$ cat config.mk
export PLATFORM = sky130hd
export DESIGN_NAME = jtlm_top
export DESIGN_NICKNAME = d
export VERILOG_FILES = /design/src/design/jtlm_pkg.sv /design/src/design/jtlm_top.sv
export SDC_FILE = /design/constraint.sdc
export NUM_CORES = 2
export LEC_CHECK = 0
export ABC_CLOCK_PERIOD_IN_PS = 4100
export BUFFER_PORTS_ARGS = -buffer_cell sky130_fd_sc_hd__buf_2
export CAP_MARGIN = 15
export CORE_MARGIN = 1
export CORE_UTILIZATION = 33
export CTS_BUF_LIST = sky130_fd_sc_hd__clkbuf_4
export DETAILED_ROUTE_END_ITERATION = 16
export PLACE_DENSITY_LB_ADDON = 0.15
export SLEW_MARGIN = 10
export SYNTH_ARGS = -nofsm -noshare
export SYNTH_HDL_FRONTEND = slang
export SYNTH_SLANG_ARGS = --single-unit
$ cat constraint.sdc
create_clock -name i_ref_clk -period 4.1 [get_ports i_ref_clk]
set_input_delay 0.205 -clock i_ref_clk [delete_from_list [all_inputs] [get_ports i_ref_clk]]
set_output_delay 0.205 -clock i_ref_clk [all_outputs]
set_load 0.005 [all_outputs]
$ cat src/design/jtlm_pkg.sv
// Constants, carriers and state type for the transmit lane mapper and pattern generator
package jtlm_pkg;
	// ****************************************
	// Geometry
	// ****************************************
	localparam int LANES = 16;
	localparam int LINK_LANES = 8;
	localparam int OCT_W = 8;
	localparam int ADDR_W = 8;
	localparam int PRBS_W = 23;
	localparam int CNT_W = 8;

	// ****************************************
	// Register offsets and reset values
	// ****************************************
	localparam logic [7:0] REG_LANE_MODE = 8'h00;
	localparam logic [7:0] REG_PWR_MODE = 8'h04;
	localparam logic [7:0] REG_CHAN_PD = 8'h08;
	localparam logic [7:0] REG_KEEPALIVE = 8'h0C;
	localparam logic [7:0] REG_TEST_SEL = 8'h10;
	localparam logic [7:0] REG_STATUS = 8'h14;
	localparam logic [7:0] LANE_MODE_RST = 8'h05;
	localparam logic [7:0] PWR_MODE_RST = 8'h00;

	// ****************************************
	// Lane modes and power modes
	// ****************************************
	localparam logic [7:0] MODE_SC4 = 8'h04;
	localparam logic [7:0] MODE_SC8 = 8'h05;
	localparam logic [7:0] MODE_DC4 = 8'h06;
	localparam logic [7:0] MODE_DC8 = 8'h07;
	localparam logic [7:0] MODE_SC16 = 8'h11;
	localparam logic [7:0] MODE_DC16 = 8'h12;
	localparam logic [7:0] PWR_NORM0 = 8'h00;
	localparam logic [7:0] PWR_NORM1 = 8'h01;

	// ****************************************
	// Test select codes
	// ****************************************
	localparam logic [3:0] TST_NORMAL = 4'h0;
	localparam logic [3:0] TST_PRBS7 = 4'h1;
	localparam logic [3:0] TST_PRBS15 = 4'h2;
	localparam logic [3:0] TST_PRBS23 = 4'h3;
	localparam logic [3:0] TST_RAMP = 4'h4;
	localparam logic [3:0] TST_STPL = 4'h5;
	localparam logic [3:0] TST_D215 = 4'h6;
	localparam logic [3:0] TST_K285 = 4'h7;
	localparam logic [3:0] TST_RILAS = 4'h8;
	localparam logic [3:0] TST_RPAT = 4'h9;

	// ****************************************
	// Characters and patterns
	// ****************************************
	localparam logic [7:0] CHR_K28_5 = 8'hBC;
	localparam logic [7:0] CHR_D21_5 = 8'hB5;
	localparam logic [7:0] CHR_K28_0 = 8'h1C;
	localparam logic [7:0] CHR_K28_3 = 8'h7C;
	localparam logic [7:0] STPL_LO = 8'h00;
	localparam logic [7:0] STPL_HI = 8'hFF;
	localparam int STPL_LANES = 4;
	localparam int ILAS_MF = 4;
	localparam int RPAT_LEN = 12;
	localparam logic [7:0] RPAT [RPAT_LEN] = '{8'hBE, 8'hD7, 8'h23, 8'h47, 8'h6B, 8'h8F,
		8'hB3, 8'h14, 8'h5E, 8'hFB, 8'h35, 8'h59};
	localparam int P7_A = 6;
	localparam int P7_B = 7;
	localparam int P15_A = 14;
	localparam int P15_B = 15;
	localparam int P23_A = 18;
	localparam int P23_B = 23;

	// ****************************************
	// Carriers and state
	// ****************************************
	typedef enum logic [1:0] {LK_SYNC, LK_ILAS, LK_DATA} jtlm_link_t;

	typedef struct packed {
		logic [ADDR_W-1:0] addr;
		logic [7:0] wdata;
		logic wr;
		logic rd;
	} jtlm_bus_t;

	typedef struct packed {
		logic [LANES-1:0][OCT_W-1:0] octet;
		logic [LANES-1:0] ctrl;
		logic [LANES-1:0] pwr;
		logic raw;
	} jtlm_lanes_t;

	typedef struct packed {
		logic [7:0] lane_mode;
		logic [7:0] pwr_mode;
		logic [1:0] chan_pd;
		logic [1:0] keep;
		logic [3:0] test_sel;
		logic [7:0] rdata;
		jtlm_link_t lk;
		logic [CNT_W-1:0] div;
		logic [CNT_W-1:0] fcnt;
		logic [2:0] mcnt;
		logic [7:0] ramp;
		logic stpl_odd;
		logic [3:0] rpat_idx;
		logic [LANES-1:0][PRBS_W-1:0] prbs;
		jtlm_lanes_t lanes;
		logic conv_off;
		logic [1:0] chan_off;
	} jtlm_state_t;
endpackage

$ cat src/design/jtlm_top.sv
// Lane mapper, serializer power control and test pattern generator for a two-link transmitter
//
// Chosen here: strobed register access and the register offsets.
`timescale 1ns/1ps

module jtlm_top #(
	parameter int FRAME_DIV = 1,
	parameter int K_FRAMES = 32
) (
	input wire logic i_ref_clk,
	input wire logic i_rst_n,
	input wire jtlm_pkg::jtlm_bus_t i_bus,
	output logic [7:0] o_rd_data,
	input wire logic i_powerdown_pin,
	input wire logic i_sync_req_n,
	input wire logic [jtlm_pkg::LANES-1:0][jtlm_pkg::OCT_W-1:0] i_samples,
	output jtlm_pkg::jtlm_lanes_t o_lanes,
	output logic o_conv_off,
	output logic [1:0] o_chan_off
);
	// ****************************************
	// Parameter checks
	// ****************************************
	if (FRAME_DIV < 1 || FRAME_DIV > 255 || K_FRAMES < 2 || K_FRAMES > 256) begin : g_bad
		$error("jtlm_top: unsupported FRAME_DIV or K_FRAMES");
	end

	jtlm_pkg::jtlm_state_t s_q;
	jtlm_pkg::jtlm_state_t s_d;
	logic fen;
	logic pwr_ok;
	logic [3:0] act_lanes;
	logic dual;

	// Distinct nonzero seed per lane in the low seven bits
	function automatic logic [jtlm_pkg::PRBS_W-1:0] seed(input int l);
		seed = {16'hFFFF, 7'(l + 1)};
	endfunction

	// Eight pseudo-random bits, first generated bit lands in the MSB
	function automatic logic [jtlm_pkg::PRBS_W+7:0] prbs8(input logic [jtlm_pkg::PRBS_W-1:0] st,
		input logic [3:0] t);
		logic [7:0] o;
		logic nb;
		o = 8'h00;
		nb = 1'b0;
		for (int i = 0; i < 8; i++) begin
			unique case (t)
				jtlm_pkg::TST_PRBS7: nb = st[jtlm_pkg::P7_A-1] ^ st[jtlm_pkg::P7_B-1];
				jtlm_pkg::TST_PRBS15: nb = st[jtlm_pkg::P15_A-1] ^ st[jtlm_pkg::P15_B-1];
				default: nb = st[jtlm_pkg::P23_A-1] ^ st[jtlm_pkg::P23_B-1];
			endcase
			o[7-i] = nb;
			st = {st[jtlm_pkg::PRBS_W-2:0], nb};
		end
		prbs8 = {st, o};
	endfunction

	// ****************************************
	// Decode of the frame enable, lane mode and power mode
	// ****************************************
	localparam logic [jtlm_pkg::CNT_W-1:0] CNT_MAX = jtlm_pkg::CNT_W'(FRAME_DIV - 1);
	localparam logic [jtlm_pkg::CNT_W-1:0] K_LAST = jtlm_pkg::CNT_W'(K_FRAMES - 1);

	// Frame enable pulse once per divider wrap
	assign fen = (s_q.div == CNT_MAX);

	// Active lane count per link and channel arrangement
	always_comb begin
		act_lanes = 4'h0;
		dual = 1'b0;
		unique case (s_q.lane_mode)
			jtlm_pkg::MODE_SC4: act_lanes = 4'h2;
			jtlm_pkg::MODE_SC8: act_lanes = 4'h4;
			jtlm_pkg::MODE_DC4: begin
				act_lanes = 4'h2;
				dual = 1'b1;
			end
			jtlm_pkg::MODE_DC8: begin
				act_lanes = 4'h4;
				dual = 1'b1;
			end
			jtlm_pkg::MODE_SC16: act_lanes = 4'h8;
			jtlm_pkg::MODE_DC16: begin
				act_lanes = 4'h8;
				dual = 1'b1;
			end
			default: act_lanes = 4'h0;
		endcase
	end

	assign pwr_ok = (s_q.pwr_mode == jtlm_pkg::PWR_NORM0) || (s_q.pwr_mode == jtlm_pkg::PWR_NORM1);

	// ****************************************
	// Next state
	// ****************************************
	always_comb begin
		logic [jtlm_pkg::PRBS_W+7:0] pr;
		logic [2:0] k;
		logic lk_b;
		logic act;
		logic [7:0] oct;
		logic ctl;
		pr = '0;
		k = 3'h0;
		lk_b = 1'b0;
		act = 1'b0;
		oct = 8'h00;
		ctl = 1'b0;
		s_d = s_q;

		// Register port, read data valid only the cycle after the strobe
		s_d.rdata = 8'h00;
		if (i_bus.rd) begin
			unique case (i_bus.addr)
				jtlm_pkg::REG_LANE_MODE: s_d.rdata = s_q.lane_mode;
				jtlm_pkg::REG_PWR_MODE: s_d.rdata = s_q.pwr_mode;
				jtlm_pkg::REG_CHAN_PD: s_d.rdata = {6'h00, s_q.chan_pd};
				jtlm_pkg::REG_KEEPALIVE: s_d.rdata = {6'h00, s_q.keep};
				jtlm_pkg::REG_TEST_SEL: s_d.rdata = {4'h0, s_q.test_sel};
				jtlm_pkg::REG_STATUS: s_d.rdata = {3'h0, s_q.chan_off, s_q.conv_off, s_q.lk};
				default: s_d.rdata = 8'h00;
			endcase
		end
		if (i_bus.wr) begin
			unique case (i_bus.addr)
				jtlm_pkg::REG_LANE_MODE: s_d.lane_mode = i_bus.wdata;
				jtlm_pkg::REG_PWR_MODE: s_d.pwr_mode = i_bus.wdata;
				jtlm_pkg::REG_CHAN_PD: s_d.chan_pd = i_bus.wdata[1:0];
				jtlm_pkg::REG_KEEPALIVE: s_d.keep = i_bus.wdata[1:0];
				jtlm_pkg::REG_TEST_SEL: s_d.test_sel = i_bus.wdata[3:0];
				default: s_d.rdata = s_d.rdata;
			endcase
		end

		// Frame enable divider
		s_d.div = fen ? '0 : s_q.div + 1'b1;

		s_d.conv_off = i_powerdown_pin | ~pwr_ok;
		s_d.chan_off = s_q.chan_pd | {2{i_powerdown_pin | ~pwr_ok}};

		// Link sequencing: sync, alignment, data
		if (fen) begin
			unique case (s_q.lk)
				jtlm_pkg::LK_SYNC: begin
					s_d.fcnt = '0;
					s_d.mcnt = 3'h0;
					if (i_sync_req_n) begin
						s_d.lk = jtlm_pkg::LK_ILAS;
					end
				end
				jtlm_pkg::LK_ILAS: begin
					s_d.fcnt = (s_q.fcnt == K_LAST) ? '0 : s_q.fcnt + 1'b1;
					if (s_q.fcnt == K_LAST) begin
						s_d.mcnt = s_q.mcnt + 3'h1;
						if (s_q.mcnt == 3'(jtlm_pkg::ILAS_MF - 1)) begin
							s_d.mcnt = 3'h0;
							if (s_q.test_sel != jtlm_pkg::TST_RILAS) begin
								s_d.lk = jtlm_pkg::LK_DATA;
							end
						end
					end
				end
				default: begin
					s_d.ramp = s_q.ramp + 8'h01;
					s_d.stpl_odd = ~s_q.stpl_odd;
				end
			endcase
			s_d.rpat_idx = (s_q.rpat_idx == 4'(jtlm_pkg::RPAT_LEN - 1)) ? 4'h0 : s_q.rpat_idx + 4'h1;
			if (!i_sync_req_n) begin
				s_d.lk = jtlm_pkg::LK_SYNC;
			end
		end

		// pseudo-random modes go raw to the serializer
		s_d.lanes.raw = (s_q.test_sel == jtlm_pkg::TST_PRBS7) || (s_q.test_sel == jtlm_pkg::TST_PRBS15)
			|| (s_q.test_sel == jtlm_pkg::TST_PRBS23);

		// Per-lane octet and power
		for (int l = 0; l < jtlm_pkg::LANES; l++) begin
			k = 3'(l % jtlm_pkg::LINK_LANES);
			lk_b = (l >= jtlm_pkg::LINK_LANES);
			act = ({1'b0, k} < act_lanes);
			pr = prbs8(s_q.prbs[l], s_q.test_sel);
			if (fen && s_d.lanes.raw) begin
				s_d.prbs[l] = pr[jtlm_pkg::PRBS_W+7:8];
			end
			oct = 8'h00;
			ctl = 1'b0;
			unique case (s_q.test_sel)
				jtlm_pkg::TST_PRBS7, jtlm_pkg::TST_PRBS15, jtlm_pkg::TST_PRBS23: oct = pr[7:0];
				jtlm_pkg::TST_D215: oct = jtlm_pkg::CHR_D21_5;
				jtlm_pkg::TST_K285: begin
					oct = jtlm_pkg::CHR_K28_5;
					ctl = 1'b1;
				end
				jtlm_pkg::TST_RPAT: oct = jtlm_pkg::RPAT[s_q.rpat_idx];
				default: begin
					if (s_q.lk == jtlm_pkg::LK_SYNC) begin
						oct = jtlm_pkg::CHR_K28_5;
						ctl = 1'b1;
					end else if (s_q.lk == jtlm_pkg::LK_ILAS) begin
						if (s_q.fcnt == '0) begin
							oct = jtlm_pkg::CHR_K28_0;
							ctl = 1'b1;
						end else if (s_q.fcnt == K_LAST) begin
							oct = jtlm_pkg::CHR_K28_3;
							ctl = 1'b1;
						end else begin
							oct = s_q.fcnt;
						end
					end else if (s_q.test_sel == jtlm_pkg::TST_RAMP) begin
						oct = s_q.ramp;
					end else if (s_q.test_sel == jtlm_pkg::TST_STPL) begin
						// lane k: k mod 4 then 0xFF minus k mod 4
						oct = s_q.stpl_odd ? jtlm_pkg::STPL_HI - 8'(k % jtlm_pkg::STPL_LANES)
							: jtlm_pkg::STPL_LO + 8'(k % jtlm_pkg::STPL_LANES);
					end else if (dual) begin
						// channel A on link A, channel B on link B
						oct = i_samples[{lk_b, k}];
					end else begin
						// even samples link A, odd samples link B
						// octet sent MSB first, no tail bits at eight bits
						oct = i_samples[{k, lk_b}];
					end
				end
			endcase
			if (!act) begin
				oct = jtlm_pkg::CHR_D21_5;
				ctl = 1'b0;
			end
			s_d.lanes.octet[l] = oct;
			s_d.lanes.ctrl[l] = ctl;
			// power follows lane mode, not test select
			s_d.lanes.pwr[l] = (act || s_q.keep[lk_b]) && !i_powerdown_pin && pwr_ok && !s_q.chan_pd[lk_b];
		end

		// test change or power-down restarts the link
		if ((i_bus.wr && i_bus.addr == jtlm_pkg::REG_TEST_SEL) || i_powerdown_pin || !pwr_ok) begin
			s_d.lk = jtlm_pkg::LK_SYNC;
		end

		if (!i_rst_n) begin
			s_d = '0;
			s_d.lane_mode = jtlm_pkg::LANE_MODE_RST;
			s_d.pwr_mode = jtlm_pkg::PWR_MODE_RST;
			s_d.test_sel = jtlm_pkg::TST_NORMAL;
			s_d.lk = jtlm_pkg::LK_SYNC;
			for (int l = 0; l < jtlm_pkg::LANES; l++) begin
				s_d.prbs[l] = seed(l);
			end
		end
	end

	// State register
	always_ff @(posedge i_ref_clk) begin
		s_q <= s_d;
	end

	// Outputs straight from the state register
	assign o_rd_data = s_q.rdata;
	assign o_lanes = s_q.lanes;
	assign o_conv_off = s_q.conv_off;
	assign o_chan_off = s_q.chan_off;
endmodule

# [Yosys cells after proc, flatten, opt, wreduce, memory -nomap -nowiden]
# Memories as Yosys holds them, arrays and structs flattened.
# Cells that the tools add are included.
[op_classes] n_lt_le_gt_ge=9 mul=0 shifts=0 n_eq_ne=30 div=0 addsub=5 bitwise_logic=391 n_reduce_logical=107 mux=273
[op_table] op="two-way mux 8 bit" count=104
[op_table] op="case mux 8 bit (4 select lines)" count=16
[op_table] op="XOR 1 bit" count=384
[op_table] op="case mux 1 bit (2 select lines)" count=129
[op_table] op="logical AND 1 bit" count=50
[op_table] op="case mux 8 bit (6 select lines)" count=1
[op_table] op="== test 8 x 3 -> 1 bit, second input constant" count=5
[op_table] op="== test 8 x 5 -> 1 bit, second input constant" count=5
[op_table] op="zero test 8 bit" count=4
[op_table] op="AND reduction 2 bit" count=15
[op_table] op="adder 8 x 1 -> 8 bit, second input constant" count=3
[op_table] op="case mux 11 bit (2 select lines)" count=1
[op_table] op="logical OR 1 bit" count=21
[op_table] op="== test 4 x 3 -> 1 bit, second input constant" count=4
[op_table] op="== test 8 x 4 -> 1 bit, second input constant" count=2
[op_table] op="less-than comparator 3 x 4 -> 1 bit, first input constant" count=4
[op_table] op="two-way mux 1 bit" count=13
[op_table] op="case mux 4 bit (3 select lines)" count=1
[op_table] op="OR reduction 2 bit" count=6
[op_table] op="== test 4 x 2 -> 1 bit, second input constant" count=2
[op_table] op="== test 4 bit, second input constant" count=2
[op_table] op="== test 8 x 1 -> 1 bit, second input constant" count=1
[op_table] op="less-than comparator 1 x 4 -> 1 bit, first input constant" count=2
[op_table] op="less-than comparator 2 x 4 -> 1 bit, first input constant" count=2
[op_table] op="26 further kinds" count=38
[totals] mem_bits_rw=0 latch_bits=0 in_bits=150 memories=1 reg_bits=598 romBits=128
[memory_table] memory="(name not given)" depth=16 width=8 rd=1 rd_clocked_by_memory_dff=0 write_ports=0 line_no="jtlm_top.sv:197" rtl="jtlm_pkg::TST_RPAT: oct = jtlm_pkg::RPAT[s_q.rpat_idx];"

# [Longest topological paths before layout]
[depth] word_depth=10 mapped_depth=11 depth_no_buf=8

# [Worst setup path after synthesis]
# Ideal clock, no wire load.
[synth_path] kind="register to register" start="reg s_q[532] (netlist name)" end="reg s_q, in the netlist o_lanes[136]" synth_period_minus_slack_ps=2232 setup_slack_ps=1868 path_stages_with_launch=9 arrival_time_ps=2112 path_cell_list="dfxtp_1 > inv_1 > ha_1 > a211oi_1 > o31ai_1 > o21bai_1 > or2_2 > clkbuf_1 > o31a_1"
[synth_via] elab_chain_len=6
[synth_rtl] element="start: declaration" line_no="jtlm_top.sv:28" rtl="jtlm_pkg::jtlm_state_t s_q;"
[synth_rtl] element="start signal: assignment" line_no="jtlm_top.sv:257" rtl="s_q <= s_d;"
[synth_rtl] element="inverter 4 -> 5 bit (not written as such)" line_no="jtlm_top.sv:197"
[synth_rtl] element="memory read (16 x 8 bit)"
[synth_rtl] element="two-way mux 8 bit (2 in a row)"
[synth_rtl] element="case mux 8 bit (4 select lines)" line_no="jtlm_top.sv:190" rtl="unique case (s_q.test_sel)"
[synth_rtl] element="two-way mux 8 bit" line_no="jtlm_top.sv:228" rtl="if (!act) begin"
# Every way passes these cells. The select of a mux whose other input is x is not followed.
# A chain may end at the register's enable or synchronous reset.

# [Final worst setup path]
[layout_path] start="reg s_q[576] (netlist name)" end="reg s_q, in the netlist o_lanes[145]"
[layout_via] elab_chain_len=7 word_cells_on_any_way=19 cone_classes="eq/ne (8); mux (9); bitwise (1); reduce/logical (1)"
[layout_rtl] element="parallel branches: the longest is 5 deep, another holds == test 4 x 2 -> 1 bit"
[layout_rtl] element="case mux 8 bit (4 select lines) *" line_no="jtlm_top.sv:190"
[layout_rtl] element="two-way mux 8 bit *" line_no="jtlm_top.sv:228"
# Every way passes the cells marked *.

==> results.ini <==
[drt]
wirelength_um=132000
ant_nets=0
viasPerCell=5.42
drc=0
drt-pass1-iter-count=8
via_count=29800
drtIter0Drc=3543
wl_per_cell_um=24.1

[place]
dp_hpwl_um=91600
gp_congestion=0.914
place_ws_ps=647
port_buffers=321

[global_route]
grt_max_degree=194
track_usage_pct=27.7
antenna_found_initial=11
grt_pass1_vias=28200
grt_first_pass_wirelength_um=192000
overflow=0

[setup_path]
cp_common_cell=a21oi_1
arrival_ps=4580
path_max_fanout=54
slowest_delay_ps=790
cp-start-kind=register
crit_start=s_q[576]$_SDFFE_PN0P_
cp.required_ps=4980
critical_path_class=reg -> reg
endpoint_kind=register
critical-path-slowest-cell=nor2_4
crit_chain=buf_4, nor4b_4, nor2_4, buf_12, a21oi_1, xor2_1, a221oi_1, a21oi_1
timing.rr.start=s_q[576]$_SDFFE_PN0P_

[floorplan]
die_area_um2=93000
die_y_um=305
die_w_um=305
initial_core_util_pct=33.5
num_io_pins=322
row_count=110
coreArea_um2=90400

[synthesis]
synth_cell_types=82
yosysSeqAreaShare_pct=38.2
syn-num-nets=4068
synthCells=3905
synth_edf_count=0
ys_seq_elements=578
synthesis.area_um2=30300
async_flop_share_pct=0
synth_area_per_cell_um2=7.76
synth_flop_cell=dfxtp_1
yosysWarnings=0

[layout]
fill_cells=9511
area_delta_synth_final_pct=18.6
utilization_pct=39.7
final_net_count=4351
layout-drive-gt1-share_pct=17.2
final-seq-area_um2=11600
multi_input_area_um2=16100

[clock_tree]
cts_buffers=167
insertion_delay_ps=1110
cts.path.max_buffers=3
cts_root_buffer=clkbuf_4
cts_max_level=4
cts_num_sinks=578
cts_resized=0
clkTransAtPathRegs_ps=60
cts_tree=built

[power]
power_uw=12100
leakage_uw=0.0150
power.density_nw_per_um2=336
ir_drop_uv=283

[timing]
finalMaxSlewViolations=0
layout_min_cycle_time_ps=3700
relSlewSlack_pct=20.5
finalHoldViolCount=0
setup_tns_ps=0
tightestPinTransition_ps=1190
hold_slack_ps=100
rsz0062_at_grt=no
setup_viol=0
skew_ps=79.7
clock.fmax_mhz=270
finalCritPeriodShare_pct=90.2
setup_slack_ps=402

[min_path]
hp-start=i_bus[1]
hp-class=in -> reg

[flow_run]
maxCapViolations=0

[run_status]
status=complete, no violations

## layout by cell type, fill, tap and decap left out, types with 197 or more instances in the layout
cell | Yosys | routed
nand2_1 | 801 | 800
dfxtp_1 | 578 | 578
buf_2 | 68 | 320
nand3_1 | 292 | 292
a21oi_1 | 276 | 274
xnor2_1 | 245 | 245
clkbuf_4 | 0 | 236
nor2_1 | 213 | 213
dlygate4sd3_1 | 0 | 212
o21ai_0 | 198 | 197
## state kept, by name (all words and copies together) (netlist names)
signal,count
o_lanes,141
s_q,426
o_chan_off,2
o_rd_data,8
o_conv_off,1
## critical path, delay by kind of cell, from the launching register on
family | cells | cell delay, ps
xor+xnor | 1 | 220
flops | 1 | 590
buf+inv | 2 | 640
simple gates | 2 | 860
compound gates | 3 | 1070
## through the flow
step | cells | cell area (µm²)
floorplan | 3905 | 30300
global placement | 4982 | 31700
detailed placement | 4983 | 31700
CTS | 5487 | 35900
global route | 5494 | 35900
finish | 5497 | 35900
## synth_stat cells, types with 34 or more instances
master    number  area (µm²)
xor2_1       156        1370
clkbuf_1     244         916
nand2_1      801        3010
nor2_1       213         800
nand3_1      292        1460
xnor2_1      245        2150
o21a_1        60         450
o21ai_0      198         991
a31oi_1       43         269
dfxtp_1      578       11600
a211oi_1      70         526
buf_2         68         340
o211ai_1      34         255
a21oi_1      276        1380
buf_4        177        1330
o22ai_1      106         663
## cell type report
type	instances	share of cell area, %
diodes	10	0.0697
clock buffers	236	4.93
clock inverters	56	0.888
inverters	18	0.202
multi-input cells	2799	44.7
flip-flops and latches	578	32.2
well taps	1176	4.10
repair buffers	624	12.9
## layer usage
metal  GRT usage [%]  vias up  routed length (µm)  share of wire (%)
li1                -    13800                   -                  -
met1            38.7    14400               58300                 44
met2            40.5     1350               56300                 43
met3            6.81      237               12800                9.7
met4            11.2        6                4880                3.7
met5               0        -                  33              0.025
## report_power, final
group          leakage, µW  switching [µW]  internal, µW
registers          0.00470            65.6          5680
logic              0.00901             413           332
clock network      0.00124            2730          2840
total               0.0150            3210          8850
## final timing paths
| check | slack, ps | cells past startpoint | endpoint |
|---|---|---|---|
| max reg2reg | 400 | 8 | o_lanes[145]$_SDFF_PN0_ |
| min | 100 | 4 | s_q[593]$_SDFFE_PN0P_ |
| min reg2reg | 460 | 1 | s_q[547]$_SDFFE_PN0P_ |
| max | 400 | 8 | o_lanes[145]$_SDFF_PN0_ |
## cell families after synthesis
group                      after synthesis  synth area share (%)
DFF                                    578                  38.2
xor gates and xnor gates               401                  11.6
adders and majority gates               13                 0.537
AOI/OAI and AO/OA                      909                  18.5
buffers and inverters                  528                  9.09
and+or+nand+nor                       1417                  20.0
muxes                                   59                  2.10
## repair_timing
item,CTS,global route
setup buffers,0,0
hold buffers,212,0
endpoints found under the hold margin,456,0
(Power assumes the default switching activity.)
